==> config.mk <==
export PLATFORM = sky130hd
export DESIGN_NAME = anm_monitor
export DESIGN_NICKNAME = d
export VERILOG_FILES = /design/src/pkg/anm_pkg.sv /design/src/hw/anm_monitor.sv
export VERILOG_INCLUDE_DIRS = /design/src /design/src/pkg
export SDC_FILE = /design/constraint.sdc
export NUM_CORES = 1
export LEC_CHECK = 0
export BUFFER_PORTS_ARGS = -buffer_cell sky130_fd_sc_hd__clkbuf_2
export CELL_PAD_IN_SITES_DETAIL_PLACEMENT = 2
export CELL_PAD_IN_SITES_GLOBAL_PLACEMENT = 2
export CORE_ASPECT_RATIO = 1.4
export CORE_UTILIZATION = 36
export CTS_BUF_LIST = sky130_fd_sc_hd__clkbuf_8
export DETAILED_ROUTE_END_ITERATION = 8
export GPL_ROUTABILITY_DRIVEN = 0
export PLACE_DENSITY = 0.91
export SKIP_CTS_REPAIR_TIMING = 1
export SYNTH_ARGS = -nofsm -noshare
export SYNTH_HDL_FRONTEND = slang
export SYNTH_SLANG_ARGS = --single-unit
==> constraint.sdc <==
create_clock -name sys_clk_i -period 2.2 [get_ports sys_clk_i]
set_input_delay 0.22 -clock sys_clk_i [delete_from_list [all_inputs] [get_ports sys_clk_i]]
set_output_delay 0.22 -clock sys_clk_i [all_outputs]
set_load 0.05 [all_outputs]
==> src/pkg/anm_params.svh <==
`ifndef ANM_PARAMS_SVH
`define ANM_PARAMS_SVH

// ****************************************************
// Register offsets
// ****************************************************
`define ANM_REG_CTRL      5'h00
`define ANM_REG_BSTAT     5'h01
`define ANM_REG_FPOLL     5'h11

// ****************************************************
// Field positions
// ****************************************************
`define ANM_CTRL_SRST     15
`define ANM_CTRL_EN       12
`define ANM_CTRL_RESTART  9
`define ANM_BSTAT_DONE    5
`define ANM_BSTAT_LINK    2
`define ANM_FP_SPEED      15
`define ANM_FP_DUPLEX     14
`define ANM_FP_PROG_HI    13
`define ANM_FP_PROG_LO    11
`define ANM_FP_DONE       4
`define ANM_FP_LINK       0

// ****************************************************
// Reset values and codes
// ****************************************************
`define ANM_CTRL_EN_RST   1'b1
`define ANM_CODE_RST      4'h0
`define ANM_CODE_MAXSTEP  4'h8
`define ANM_CODE_DONE     4'hF

// ****************************************************
// Timing
// ****************************************************
`define ANM_AN_TIME_MS    500
`define ANM_CLK_KHZ       125000

`endif

==> src/pkg/anm_pkg.sv <==
package anm_pkg;

   // Supervisor states, Gray coded along idle, run, done.
   typedef enum logic [1:0]
   {
      ANM_ST_IDLE = 2'b00,
      ANM_ST_RUN  = 2'b01,
      ANM_ST_DONE = 2'b11
   } anm_state_t;

   // Register port request.
   typedef struct packed
   {
      logic        wr;
      logic        rd;
      logic [4:0]  addr;
      logic [15:0] wdata;
   } anm_bus_req_t;

   // Report from the arbitration engine.
   typedef struct packed
   {
      logic [3:0] code;
      logic       speed_100;
      logic       full_duplex;
   } anm_arb_stat_t;

endpackage

==> src/hw/anm_monitor.sv <==
// The plain strobed port and the placing of the registers were decided locally.
`timescale 1ns/10ps
`include "anm_params.svh"
// Function
// - Run negotiation at power-up and on request
// - Any reset idles machines, clears progress bits
// - Restart reinitialises machines, keeps progress bits
// - After restart bits change on read/reset/higher
// - After completion only read or reset alter
// - Link failure restarts negotiation, both modes
// - Restart bit triggers restart in software mode only (pin low), self-clears
// - Enable bit one-zero-one triggers restart in software mode only (pin low)
// - Select pin one-zero-one triggers restart in hardware mode only (pin high)
// - Negotiation typically finishes within 500 ms
// - Fast poll shows speed, duplex, link, done
// - Progress code is bits 4,13,12,11
// - Only codes 0h to 8h and Fh
// - Load code only when greater than held
// - Read loads present code if legal, even if lower
// - Read returns value latched before it
// - First read after completion gives 1 and 111
// - Later reads give 1 and 000b
// - Completion sets done in both status registers
module anm_monitor
#(
   parameter int unsigned AN_TIME_CYC = `ANM_AN_TIME_MS * `ANM_CLK_KHZ
)
(
   // Clock and reset
   input  wire logic                   sys_clk_i,
   input  wire logic                   rst_i,
   // Register port
   input  wire anm_pkg::anm_bus_req_t  bus_req_i,
   output logic [15:0]                 bus_rdata_o,
   // Pins
   input  wire logic                   hw_mode_pin_i,
   input  wire logic                   negotiation_select_pin_i,
   // Link monitor and arbitration engine
   input  wire logic                   link_ok_i,
   input  wire anm_pkg::anm_arb_stat_t arb_stat_i,
   output logic                        arb_restart_o,
   output logic                        arb_enable_o,
   // Status
   output logic                        an_done_o,
   output logic                        an_overdue_o
);
   import anm_pkg::*;

   // ****************************************************
   // Helpers
   // ****************************************************
   function automatic logic code_legal(input logic [3:0] c);
      code_legal = (c <= `ANM_CODE_MAXSTEP) || (c == `ANM_CODE_DONE);
   endfunction

   function automatic logic is_rd(input anm_bus_req_t r,
                                  input logic [4:0] a);
      is_rd = r.rd && (r.addr == a);
   endfunction

   // ****************************************************
   // Declarations
   // ****************************************************
   logic        hwm_meta_reg;
   logic        hwm_sync_reg;
   logic        sel_meta_reg;
   logic        sel_sync_reg;
   logic        sel_last_reg;
   logic        link_last_reg;
   logic        en_last_reg;
   logic        ctrl_en_reg;
   logic        ctrl_restart_reg;
   logic        srst_reg;
   logic        restart_reg;
   anm_state_t  state_reg;
   anm_state_t  state_next;
   logic        done_reg;
   logic [3:0]  prog_reg;
   logic [15:0] rdata_reg;
   logic [31:0] timer_reg;
   logic        overdue_reg;
   logic        wr_ctrl;
   logic        rd_fpoll;
   logic        an_enabled;
   logic        restart_req;
   logic        clr_all;
   logic [3:0]  code_now;

   assign wr_ctrl  = bus_req_i.wr && (bus_req_i.addr == `ANM_REG_CTRL);
   assign rd_fpoll = is_rd(bus_req_i, `ANM_REG_FPOLL);
   assign code_now = arb_stat_i.code;

   // Software and hardware resets act alike on this block.
   assign clr_all  = srst_reg;

   // ****************************************************
   // Pin synchronisers
   // ****************************************************
   always_ff @(posedge sys_clk_i or posedge rst_i)
   begin
      if (rst_i)
      begin
         hwm_meta_reg <= 1'b0;
         hwm_sync_reg <= 1'b0;
      end
      else
      begin
         hwm_meta_reg <= hw_mode_pin_i;
         hwm_sync_reg <= hwm_meta_reg;
      end
   end

   always_ff @(posedge sys_clk_i or posedge rst_i)
   begin
      if (rst_i)
      begin
         sel_meta_reg <= 1'b0;
         sel_sync_reg <= 1'b0;
      end
      else
      begin
         sel_meta_reg <= negotiation_select_pin_i;
         sel_sync_reg <= sel_meta_reg;
      end
   end

   // ****************************************************
   // Control register
   // ****************************************************
   always_ff @(posedge sys_clk_i or posedge rst_i)
   begin
      if (rst_i)
      begin
         ctrl_en_reg      <= `ANM_CTRL_EN_RST;
         ctrl_restart_reg <= 1'b0;
         srst_reg         <= 1'b0;
      end
      else if (clr_all)
      begin
         ctrl_en_reg      <= `ANM_CTRL_EN_RST;
         ctrl_restart_reg <= 1'b0;
         srst_reg         <= 1'b0;
      end
      else if (wr_ctrl)
      begin
         ctrl_en_reg      <= bus_req_i.wdata[`ANM_CTRL_EN];
         ctrl_restart_reg <= bus_req_i.wdata[`ANM_CTRL_RESTART];
         srst_reg         <= bus_req_i.wdata[`ANM_CTRL_SRST];
      end
      else
      begin
         // The restart bit is consumed the cycle after it is set.
         ctrl_restart_reg <= 1'b0;
      end
   end

   assign an_enabled = hwm_sync_reg ? sel_sync_reg : ctrl_en_reg;

   // ****************************************************
   // Edge history for restart detection
   // ****************************************************
   always_ff @(posedge sys_clk_i or posedge rst_i)
   begin
      if (rst_i)
      begin
         sel_last_reg  <= 1'b0;
         // Matches the enable reset value, so release is not an edge.
         en_last_reg   <= `ANM_CTRL_EN_RST;
         link_last_reg <= 1'b0;
      end
      else
      begin
         sel_last_reg  <= sel_sync_reg;
         en_last_reg   <= ctrl_en_reg;
         link_last_reg <= link_ok_i;
      end
   end

   // A rising enable edge ends a one-zero-one toggle; the falling
   // half alone merely parks the supervisor in idle.
   always_comb
   begin
      restart_req = 1'b0;
      if (link_last_reg && !link_ok_i)
      begin
         restart_req = 1'b1;
      end
      if (!hwm_sync_reg)
      begin
         if (ctrl_restart_reg)
         begin
            restart_req = 1'b1;
         end
         if (ctrl_en_reg && !en_last_reg)
         begin
            restart_req = 1'b1;
         end
      end
      else if (sel_sync_reg && !sel_last_reg)
      begin
         restart_req = 1'b1;
      end
   end

   // ****************************************************
   // Negotiation supervisor
   // ****************************************************
   always_comb
   begin
      state_next = state_reg;
      case (state_reg)
         ANM_ST_IDLE:
         begin
            if (an_enabled)
            begin
               state_next = ANM_ST_RUN;
            end
         end
         ANM_ST_RUN:
         begin
            if (code_now == `ANM_CODE_DONE)
            begin
               state_next = ANM_ST_DONE;
            end
         end
         ANM_ST_DONE:
         begin
            state_next = ANM_ST_DONE;
         end
         default:
         begin
            state_next = ANM_ST_IDLE;
         end
      endcase
      if (!an_enabled || restart_req)
      begin
         state_next = ANM_ST_IDLE;
      end
   end

   always_ff @(posedge sys_clk_i or posedge rst_i)
   begin
      if (rst_i)
      begin
         state_reg <= ANM_ST_IDLE;
      end
      else if (clr_all)
      begin
         state_reg <= ANM_ST_IDLE;
      end
      else
      begin
         state_reg <= state_next;
      end
   end

   // The engine is told to reinitialise on every entry to run.
   always_ff @(posedge sys_clk_i or posedge rst_i)
   begin
      if (rst_i)
      begin
         restart_reg <= 1'b0;
      end
      else
      begin
         restart_reg <= (state_reg == ANM_ST_IDLE) && an_enabled
                        && !restart_req && !clr_all;
      end
   end

   // ****************************************************
   // Completion flag
   // ****************************************************
   always_ff @(posedge sys_clk_i or posedge rst_i)
   begin
      if (rst_i)
      begin
         done_reg <= 1'b0;
      end
      else if (clr_all || restart_req || !an_enabled)
      begin
         done_reg <= 1'b0;
      end
      else if (state_reg == ANM_ST_RUN && code_now == `ANM_CODE_DONE)
      begin
         done_reg <= 1'b1;
      end
   end

   // ****************************************************
   // Progress latch
   // ****************************************************
   // Restarts never touch this latch, so software can still see
   // how far the previous attempt got.
   always_ff @(posedge sys_clk_i or posedge rst_i)
   begin
      if (rst_i)
      begin
         prog_reg <= `ANM_CODE_RST;
      end
      else if (clr_all)
      begin
         prog_reg <= `ANM_CODE_RST;
      end
      else if (rd_fpoll)
      begin
         if (code_legal(code_now))
         begin
            prog_reg <= code_now;
         end
      end
      else if (state_reg == ANM_ST_RUN && code_legal(code_now)
               && code_now > prog_reg)
      begin
         prog_reg <= code_now;
      end
   end

   // ****************************************************
   // Typical-duration watchdog
   // ****************************************************
   // Overrun is only reported; the figure is typical, not a limit.
   always_ff @(posedge sys_clk_i or posedge rst_i)
   begin
      if (rst_i)
      begin
         timer_reg   <= 32'h0000_0000;
         overdue_reg <= 1'b0;
      end
      else if (clr_all || state_reg != ANM_ST_RUN)
      begin
         timer_reg   <= 32'h0000_0000;
         overdue_reg <= 1'b0;
      end
      else if (timer_reg >= AN_TIME_CYC - 1)
      begin
         overdue_reg <= 1'b1;
      end
      else
      begin
         timer_reg <= timer_reg + 32'h0000_0001;
      end
   end

   // ****************************************************
   // Read data
   // ****************************************************
   // The old latch value is captured here in the same edge that
   // the latch reloads, so a read sees the earlier value.
   always_ff @(posedge sys_clk_i or posedge rst_i)
   begin
      if (rst_i)
      begin
         rdata_reg <= 16'h0000;
      end
      else
      begin
         rdata_reg <= 16'h0000;
         if (bus_req_i.rd)
         begin
            case (bus_req_i.addr)
               `ANM_REG_CTRL:
               begin
                  rdata_reg[`ANM_CTRL_EN]      <= ctrl_en_reg;
                  rdata_reg[`ANM_CTRL_RESTART] <= ctrl_restart_reg;
                  rdata_reg[`ANM_CTRL_SRST]    <= srst_reg;
               end
               `ANM_REG_BSTAT:
               begin
                  rdata_reg[`ANM_BSTAT_DONE] <= done_reg;
                  rdata_reg[`ANM_BSTAT_LINK] <= link_ok_i;
               end
               `ANM_REG_FPOLL:
               begin
                  rdata_reg[`ANM_FP_SPEED]  <= arb_stat_i.speed_100;
                  rdata_reg[`ANM_FP_DUPLEX] <= arb_stat_i.full_duplex;
                  rdata_reg[`ANM_FP_PROG_HI:`ANM_FP_PROG_LO]
                     <= prog_reg[2:0];
                  rdata_reg[`ANM_FP_DONE]   <= prog_reg[3];
                  rdata_reg[`ANM_FP_LINK]   <= link_ok_i;
               end
               default:
               begin
                  rdata_reg <= 16'h0000;
               end
            endcase
         end
      end
   end

   // ****************************************************
   // Outputs
   // ****************************************************
   assign bus_rdata_o   = rdata_reg;
   assign arb_restart_o = restart_reg;
   assign arb_enable_o  = (state_reg != ANM_ST_IDLE);
   assign an_done_o     = done_reg;
   assign an_overdue_o  = overdue_reg;

endmodule

Word-level counts from Yosys, hierarchy flattened

Cells that the tools add are included.

Register bits: 67
Input bits: 34
Logic and storage cells: 99

$add $sub $neg: 1
Magnitude comparators: 3
Equality and inequality tests: 10
Muxes and demuxes: 37
Reductions and logical operators: 31

Operator list:

| cell                    | number |
|---|---|
| $mux W32                | 2 |
| $add A32 B1 Y32 const B | 1 |
| $ge A32 B26 Y1 const B  | 1 |
| $mux W1                 | 22 |
| $mux W16                | 1 |
| $mux W4                 | 4 |
| $logic_and A1 B1 Y1     | 11 |
| $mux W2                 | 5 |
| $ne A4 B4 Y1 const B    | 2 |
| $reduce_bool A2 Y1      | 4 |
| $logic_not A1 Y1        | 6 |
| $pmux W2 S3             | 1 |
| $eq A5 B1 Y1 const B    | 1 |
| $eq A5 B5 Y1 const B    | 1 |
| $logic_not A5 Y1        | 1 |
| $logic_or A1 B1 Y1      | 5 |
| $eq A4 B4 Y1 const B    | 1 |
| $gt A4 B4 Y1            | 1 |
| $le A4 B4 Y1 const B    | 1 |
| $pmux W1 S2             | 2 |
| $reduce_and A2 Y1       | 2 |
| $ne A3 B2 Y1 const B    | 1 |
| $reduce_bool A3 Y1      | 1 |
| $eq A2 B1 Y1 const B    | 1 |
| other kinds (4)         | 4 |

Logic depth before layout (Yosys ltp)

Gate-level depths: netlist of the first run.

Depth in word-level cells: 9
Gate-level depth with buffers: 8
Mapped depth without buffers: 7

Worst setup path before layout of the first run

OpenSTA, ideal clock, no wires.

Kind: reg2reg
Start: register timer_reg[18]
End: register timer_reg[1]
Arrival time: 1.851 ns
Data required time: 2.126 ns
Slack: 0.275 ns
Stages on the path, launching flop included: 8
Clock period less this slack: 1.925 ns
Path through: dfrtp_1 or4b_1 nor4_2 and3_1 buf_6 buf_12 o21ai_1 a21oi_2

Longest elaborated chain between the ends: 2

Ends and longest elaborated chain:

| what                     | line               | source |
|---|---|---|
| start: declaration       | anm_monitor.sv:80  | `logic [31:0] timer_reg;` |
| start signal: assignment | anm_monitor.sv:341 | `timer_reg <= timer_reg + 32'h0000_0001;` |
| $ge A32 B26 Y1           | anm_monitor.sv:335 | `else if (timer_reg >= AN_TIME_CYC - 1)` |
| $ne A2 B2 Y1 (no line)   | -                  |  |

No other way between the ends.
A chain may end at the register's enable or synchronous reset.

Worst setup path in the final report of the first run

Start: register timer_reg[9]
End: register timer_reg[3]

Same word-level chain as after synthesis.

==> results of run 1 <==
## final cells by class
| cell class | count | area [µm²] |
|---|---|---|
| clock inverters | 7 | 75.07 |
| fillers | 847 | 4488 |
| clock buffers | 9 | 123.9 |
| well taps | 102 | 127.6 |
| inverters | 14 | 52.55 |
| repair buffers | 56 | 355.3 |
| multi-input cells | 213 | 1396 |
| flip-flops and latches | 61 | 1530 |
## through the flow
step                total power, mW  std cells
global placement              1.579        441
detailed placement            1.628        441
floorplan                     1.487        305
CTS                           2.674        457
finish                        2.668        462
global route                  2.769        462
## path summary, 6_finish.rpt
kind	slack [ns]	from	end
worst max-delay path	-0.009	timer_reg[9]	timer_reg[3]
worst min-delay path	0.04	link_ok_i	link_last_reg
worst max register to register	-0.009	timer_reg[9]	timer_reg[3]
worst min register to register	0.36	sel_meta_reg	sel_sync_reg
max in group asynchronous	1.42	rst_i	en_last_reg
min in group asynchronous	0.48	rst_i	sel_sync_reg
## layer usage
metal	wire [µm]	vias to the layer above
met5	0	-
met4	285	0
met3	307	21
met1	3522	1338
li1	-	1202
met2	5551	52
## report_power, final
part | total [mW] | switching [mW] | internal (mW)
logic | 0.391 | 0.255 | 0.135
registers | 1.25 | 0.0632 | 1.19
clock network | 1.02 | 0.496 | 0.528
total | 2.67 | 0.815 | 1.85
## placed cells by master (no fill, tap or decap), types with 4 or more instances in the layout
cell type | netlist | routed
sky130_fd_sc_hd__or4_1 | 10 | 9
sky130_fd_sc_hd__clkbuf_2 | 1 | 34
sky130_fd_sc_hd__nand3b_1 | 4 | 4
sky130_fd_sc_hd__o21ai_0 | 7 | 6
sky130_fd_sc_hd__inv_1 | 14 | 13
sky130_fd_sc_hd__or3_1 | 6 | 6
sky130_fd_sc_hd__a21oi_2 | 2 | 4
sky130_fd_sc_hd__a21oi_1 | 20 | 18
sky130_fd_sc_hd__nand4_1 | 10 | 10
sky130_fd_sc_hd__mux2i_1 | 8 | 8
sky130_fd_sc_hd__clkbuf_8 | 0 | 9
sky130_fd_sc_hd__nor4_1 | 6 | 4
sky130_fd_sc_hd__dfrtp_1 | 59 | 58
sky130_fd_sc_hd__conb_1 | 1 | 6
sky130_fd_sc_hd__nand2_1 | 20 | 20
sky130_fd_sc_hd__a31oi_1 | 5 | 4
sky130_fd_sc_hd__nand2b_1 | 13 | 13
sky130_fd_sc_hd__nor2_1 | 17 | 17
sky130_fd_sc_hd__nand3_1 | 16 | 16
sky130_fd_sc_hd__buf_4 | 6 | 18
sky130_fd_sc_hd__and3_1 | 4 | 4
sky130_fd_sc_hd__o31ai_1 | 11 | 11
sky130_fd_sc_hd__and2_1 | 12 | 12
sky130_fd_sc_hd__ha_1 | 5 | 4
## logic make-up (layout without fill, tap and decap cells)
logic type	Yosys count	after routing	synth area share
mux	8	8	0.02657
compound gates	59	59	0.1303
fa+ha+maj	5	5	0.02076
simple gates	134	134	0.2557
xor+xnor	1	1	0.002906
buf+inv	31	86	0.05521
other cells	1	6	0.001244
flops	61	61	0.5073
==> qor.txt, run 1 <==
==================================================================================
Fraction of met2 tracks used by global routing                              0.4538
Layer carrying the most global-route usage                                    met2
Maximum fanout along the worst path                                              8
Number of global-route vias before repair                                     2962
Clock tree root buffer cell                                           sky130_fd_sc_hd__clkbuf_8
Number of gates on the worst path with buffers counted                           6
Violations in the final reports                                       setup timing
Total length of routed wires                                               9666 µm
Core occupancy in the finished layout                                       0.4493
Data required time of the critical path                                    2.48 ns
Proportion of netlist area held by the largest area contributor             0.4898
Minimum setup slack after placement                                     0.01261 ns
Largest net degree at the start of global routing                               62
Leakage power                                                             1.649 nW
Setup ws final                                                        -0.009488 ns
Antenna viol nets, final                                                         0
Top cells by area in the synthesized netlist                          sky130_fd_sc_hd__dfrtp_1, sky130_fd_sc_hd__a21oi_1, sky130_fd_sc_hd__o31ai_1, sky130_fd_sc_hd__nand2b_1, sky130_fd_sc_hd__mux2i_1
Congestion Overflow GR                                                           0
Primary flip-flop cell chosen by synthesis mapping                    sky130_fd_sc_hd__dfrtp_1
Clock slew seen by the registers of the worst setup and hold paths         0.08 ns
Num CTS Buffers                                                                  9
Antenna cells                                                                    0
DR vias                                                                       2613
Fin area                                                                  3661 µm²
Post-synth EDFFs                                                                 0
Layout cells sized above 1                                                  0.2444
Clock period minus worst slack                                            2.209 ns
Number of remaining DRC errors                                                   0
Wire length of the first global-routing pass                              15050 µm
First DRT Iteration DRCs                                                        84
Number of violations of the max-capacitance limit                                0
Delay of the slowest cell on the worst path                                0.49 ns
Placement row count                                                             39
Met1 GRT Util                                                               0.2281
Max-slew violation count                                                         0
Clock Path Buffers                                                               2
Tightest slew margin relative to the limit                                  0.5651
Dpl cell area                                                             3362 µm²
Outcome                                                               finished with violations
Portion of the post-synthesis area used by sequential elements              0.5073
DR WL/cell                                                                20.92 µm
Largest delay contributor family on the critical path                 simple AND/OR/NAND/NOR gates
Worst min path class                                                  input pin to register
Critical path cell sequence                                           nor3_1 > nor4_4 > and3_1 > buf_4 > or4_4 > a21oi_2
Max frequency                                                            452.6 MHz
Horizontal die dimension                                                  79.34 µm
Accumulated negative setup slack                                      -0.009488 ns
Most frequently used cell type in the post-synthesis netlist          sky130_fd_sc_hd__dfrtp_1
Post-route clock period utilization                                          1.004
Dominant cell type by area after synthesis                            sky130_fd_sc_hd__dfrtp_1
All-layer global routing usage                                              0.2343
Number of hold violations in the final report                                    0
Power density cells                                                   728.7 nW/µm²
RSZ-0062 raised after global routing                                           yes
Buffer and inverter count on the worst path                                      1
Clock Skew                                                              0.01336 ns
Number of primary I/O pins                                                      54
Arrival time at the worst endpoint                                         2.49 ns
Number of library cell types mapped by synthesis                                52
Signed area change from the synthesized netlist to the final layout         21.46%
Post-Syn Area per Cell                                                   10.05 µm²
Post-Syn Area                                                             3014 µm²
Post-route worst hold slack                                             0.03668 ns
Slowest library cell on the worst path                                sky130_fd_sc_hd__dfrtp_1
Antenna violations before repair                                                 0
Number of H-tree levels                                                          3
Async set-reset flop share out of synthesis                                  1.000
Clock tree from TritonCTS                                                     done
Worst-Margin Slew                                                        0.6464 ns
Highest ir drop seen on vdd                                            0.0004954 V
Met3 usage in global routing                                               0.05432
Final count of negative-setup-slack endpoints                                    1
Setup crit end kind                                                       register
Vias per cell                                                                5.656
Class of the most critical setup path                                 register to register
YS warnings                                                                      0
Initial core utilization                                                    0.3699
Number of synthesized register bits                                             61
Number of cells traversed by the worst hold path                                 1
Core region area                                                          8149 µm²
HPWL Detailed                                                              6395 µm
Leading post-synthesis cells by instance count                        sky130_fd_sc_hd__dfrtp_1, sky130_fd_sc_hd__a21oi_1, sky130_fd_sc_hd__nand2_1
Number of cell instances on the worst register-to-register path                  6
Max FFs per register                                                            32
Critical Path Source Type                                                 register
Cell count after synthesis                                                     300
Nets                                                                           394
Die Area                                                                  8748 µm²
Total iterations of the first detailed-routing run                               4
Number of I/O port buffers                                                      34
Count of clock tree sinks                                                       61
Clock network latency to the later pin of the worst-skew pair              0.36 ns
Die Y-Extent                                                              110.3 µm
==================================================================================
Note: power is estimated with default switching activity, not from simulation.
==> run 2, diff against run 1 <==
Settings changed: CORE_ASPECT_RATIO 1.4 to 0.6.
==> qor.txt, run 2 (synthesized netlist as in run 1, its figures left out) <==
==================================================================================
First DRT Iteration DRCs                                                        76
Violations in the final reports                                       setup timing
Number of cells traversed by the worst hold path                                 2
HPWL Detailed                                                              7016 µm
Count of fill cells added during filler insertion                              857
Commonest non-fill, non-tap cells in the layout                       sky130_fd_sc_hd__dfrtp_1, sky130_fd_sc_hd__clkbuf_2, sky130_fd_sc_hd__nand2_1, sky130_fd_sc_hd__buf_4, sky130_fd_sc_hd__a21oi_1
Maximum fanout along the worst path                                             11
Total iterations of the first detailed-routing run                               4
Outcome                                                               finished with violations
Max frequency                                                            435.3 MHz
Number of H-tree levels                                                          3
Critical path cell sequence                                           nor4_1 > nand2_1 > and3_1 > buf_4 > or4_1 > a21oi_1
Antenna violations before repair                                                 0
Congestion Overflow GR                                                           0
Largest net degree at the start of global routing                               40
Number of remaining DRC errors                                                   0
Clock Skew                                                              0.01101 ns
Die Area                                                                  8754 µm²
Worst reg2reg path endpoint                                           timer_reg[3]
Horizontal die dimension                                                  120.1 µm
Tightest slew margin relative to the limit                                  0.4904
Number of primary I/O pins                                                      54
Power density cells                                                   715.1 nW/µm²
Met1 GRT Util                                                               0.3039
Layer carrying the most global-route usage                                    met2
Setup ws final                                                         -0.09741 ns
Core region area                                                          7976 µm²
Buffer and inverter count on the worst path                                      1
Comb power frac                                                              0.142
Die Y-Extent                                                              72.88 µm
Antenna cells                                                                    0
Met3 usage in global routing                                               0.05547
Final count of negative-setup-slack endpoints                                    5
Fraction of met2 tracks used by global routing                              0.4061
Dpl cell area                                                             3357 µm²
Number of I/O port buffers                                                      34
Number of global-route vias before repair                                     2872
Placed Cells incl. Taps                                                        446
Core occupancy in the finished layout                                       0.4595
All-layer global routing usage                                              0.2401
Post-route worst hold slack                                             0.08447 ns
Post-route clock period utilization                                          1.044
Number of standard cells in the layout, taps in and fillers out                470
Clock network latency to the later pin of the worst-skew pair              0.36 ns
Signed area change from the synthesized netlist to the final layout         21.59%
Critical Path Source Type                                                 register
Number of violations of the max-capacitance limit                                0
Largest delay contributor family on the critical path                 simple AND/OR/NAND/NOR gates
Total length of routed wires                                               9776 µm
Startpoint of the worst hold path                                     arb_stat_i[0]
Switch share                                                                0.2895
Clock Path Buffers                                                               2
Net switching power                                                      0.7587 mW
Leakage power                                                             1.664 nW
Count of clock tree sinks                                                       61
RSZ-0062 raised after global routing                                           yes
Clock period minus worst slack                                            2.297 ns
Most common library cell in the layout ignoring fill and taps         sky130_fd_sc_hd__dfrtp_1
Highest ir drop seen on vdd                                            0.0004079 V
Worst-Margin Slew                                                        0.7574 ns
Num CTS Buffers                                                                  9
Clock slew seen by the registers of the worst setup and hold paths         0.07 ns
Initial core utilization                                                    0.3779
Storage element area                                                      1531 µm²
Fin area                                                                  3665 µm²
Wire length of the first global-routing pass                              15550 µm
DR vias                                                                       2669
Data required time of the critical path                                    2.48 ns
Class of the most critical setup path                                 register to register
Placement row count                                                             25
Max-slew violation count                                                         0
Max FFs per register                                                            32
Nets                                                                           396
Sequential share of power                                                    0.475
Total internal power                                                      1.862 mW
Number of hold violations in the final report                                    0
Number of cell instances on the worst register-to-register path                  6
Launching point of the worst reg2reg path                             timer_reg[5]
Worst Hold End                                                        bus_rdata_o[14]
Slack of the worst reg-to-reg path                                         -0.1 ns
Setup crit end kind                                                       register
Minimum setup slack after placement                                    -0.04100 ns
Delay of the slowest cell on the worst path                                0.49 ns
Area used by multi-input combinational logic                              1380 µm²
DR WL/cell                                                                20.80 µm
Layout cells sized above 1                                                  0.2376
Antenna viol nets, final                                                         0
Clock tree root buffer cell                                           sky130_fd_sc_hd__clkbuf_8
Arrival time at the worst endpoint                                         2.57 ns
Vias per cell                                                                5.679
Clock tree from TritonCTS                                                     done
Worst min path class                                                  input pin to register
Proportion of power drawn by the clock network                               0.383
Slowest library cell on the worst path                                sky130_fd_sc_hd__or4_1
==================================================================================
## run 2: changes by cell type in the layout (fill, tap and decap cells not counted), sizes merged
cell	before	now
clkinv	5	2
buf	19	20
clkbuf	43	44
clkinvlp	0	1
dlygate4sd3	3	4
inv	15	16
## run 2: power groups by stage
stage,clock (mW),sequential (mW),combinational [mW]
global route,1.08,1.25,0.404
global placement,0,1.26,0.321
floorplan,0,1.25,0.234
CTS,1.04,1.24,0.370
finish,1.00,1.25,0.371
detailed placement,0,1.27,0.352
## run 2: worst max-delay path by stage
stage | start | to | slack, ns | cells past startpoint
CTS | timer_reg[28] | timer_reg[21] | -0.06 | 5
global placement | timer_reg[28] | timer_reg[7] | 0.12 | 5
floorplan | timer_reg[18] | timer_reg[1] | 0.27 | 7
global route | timer_reg[5] | timer_reg[3] | -0.16 | 6
finish | timer_reg[5] | timer_reg[3] | -0.1 | 6
detailed placement | timer_reg[28] | timer_reg[21] | -0.04 | 5
## run 2: per-layer routing
layer	wire, µm	part of all wire
met1	4473	0.46
met2	4796	0.49
met3	340	0.035
met4	166	0.017
met5	0	0
## run 2: layout make-up
class | count | area share
inverters | 14 | 0.01434
flip-flops and latches | 61 | 0.4179
clock buffers | 10 | 0.03756
multi-input cells | 213 | 0.3766
repair buffers | 58 | 0.1017
clock inverters | 6 | 0.01502
well taps | 108 | 0.03687
## run 2: through the flow
| step | power, mW | setup TNS [ns] |
|---|---|---|
| after floorplan | 1.487 | 0 |
| after global placement | 1.579 | 0 |
| after detailed placement | 1.618 | -0.1672 |
| after CTS | 2.652 | -0.4407 |
| after global routing | 2.732 | -0.5298 |
| final | 2.621 | -0.1986 |
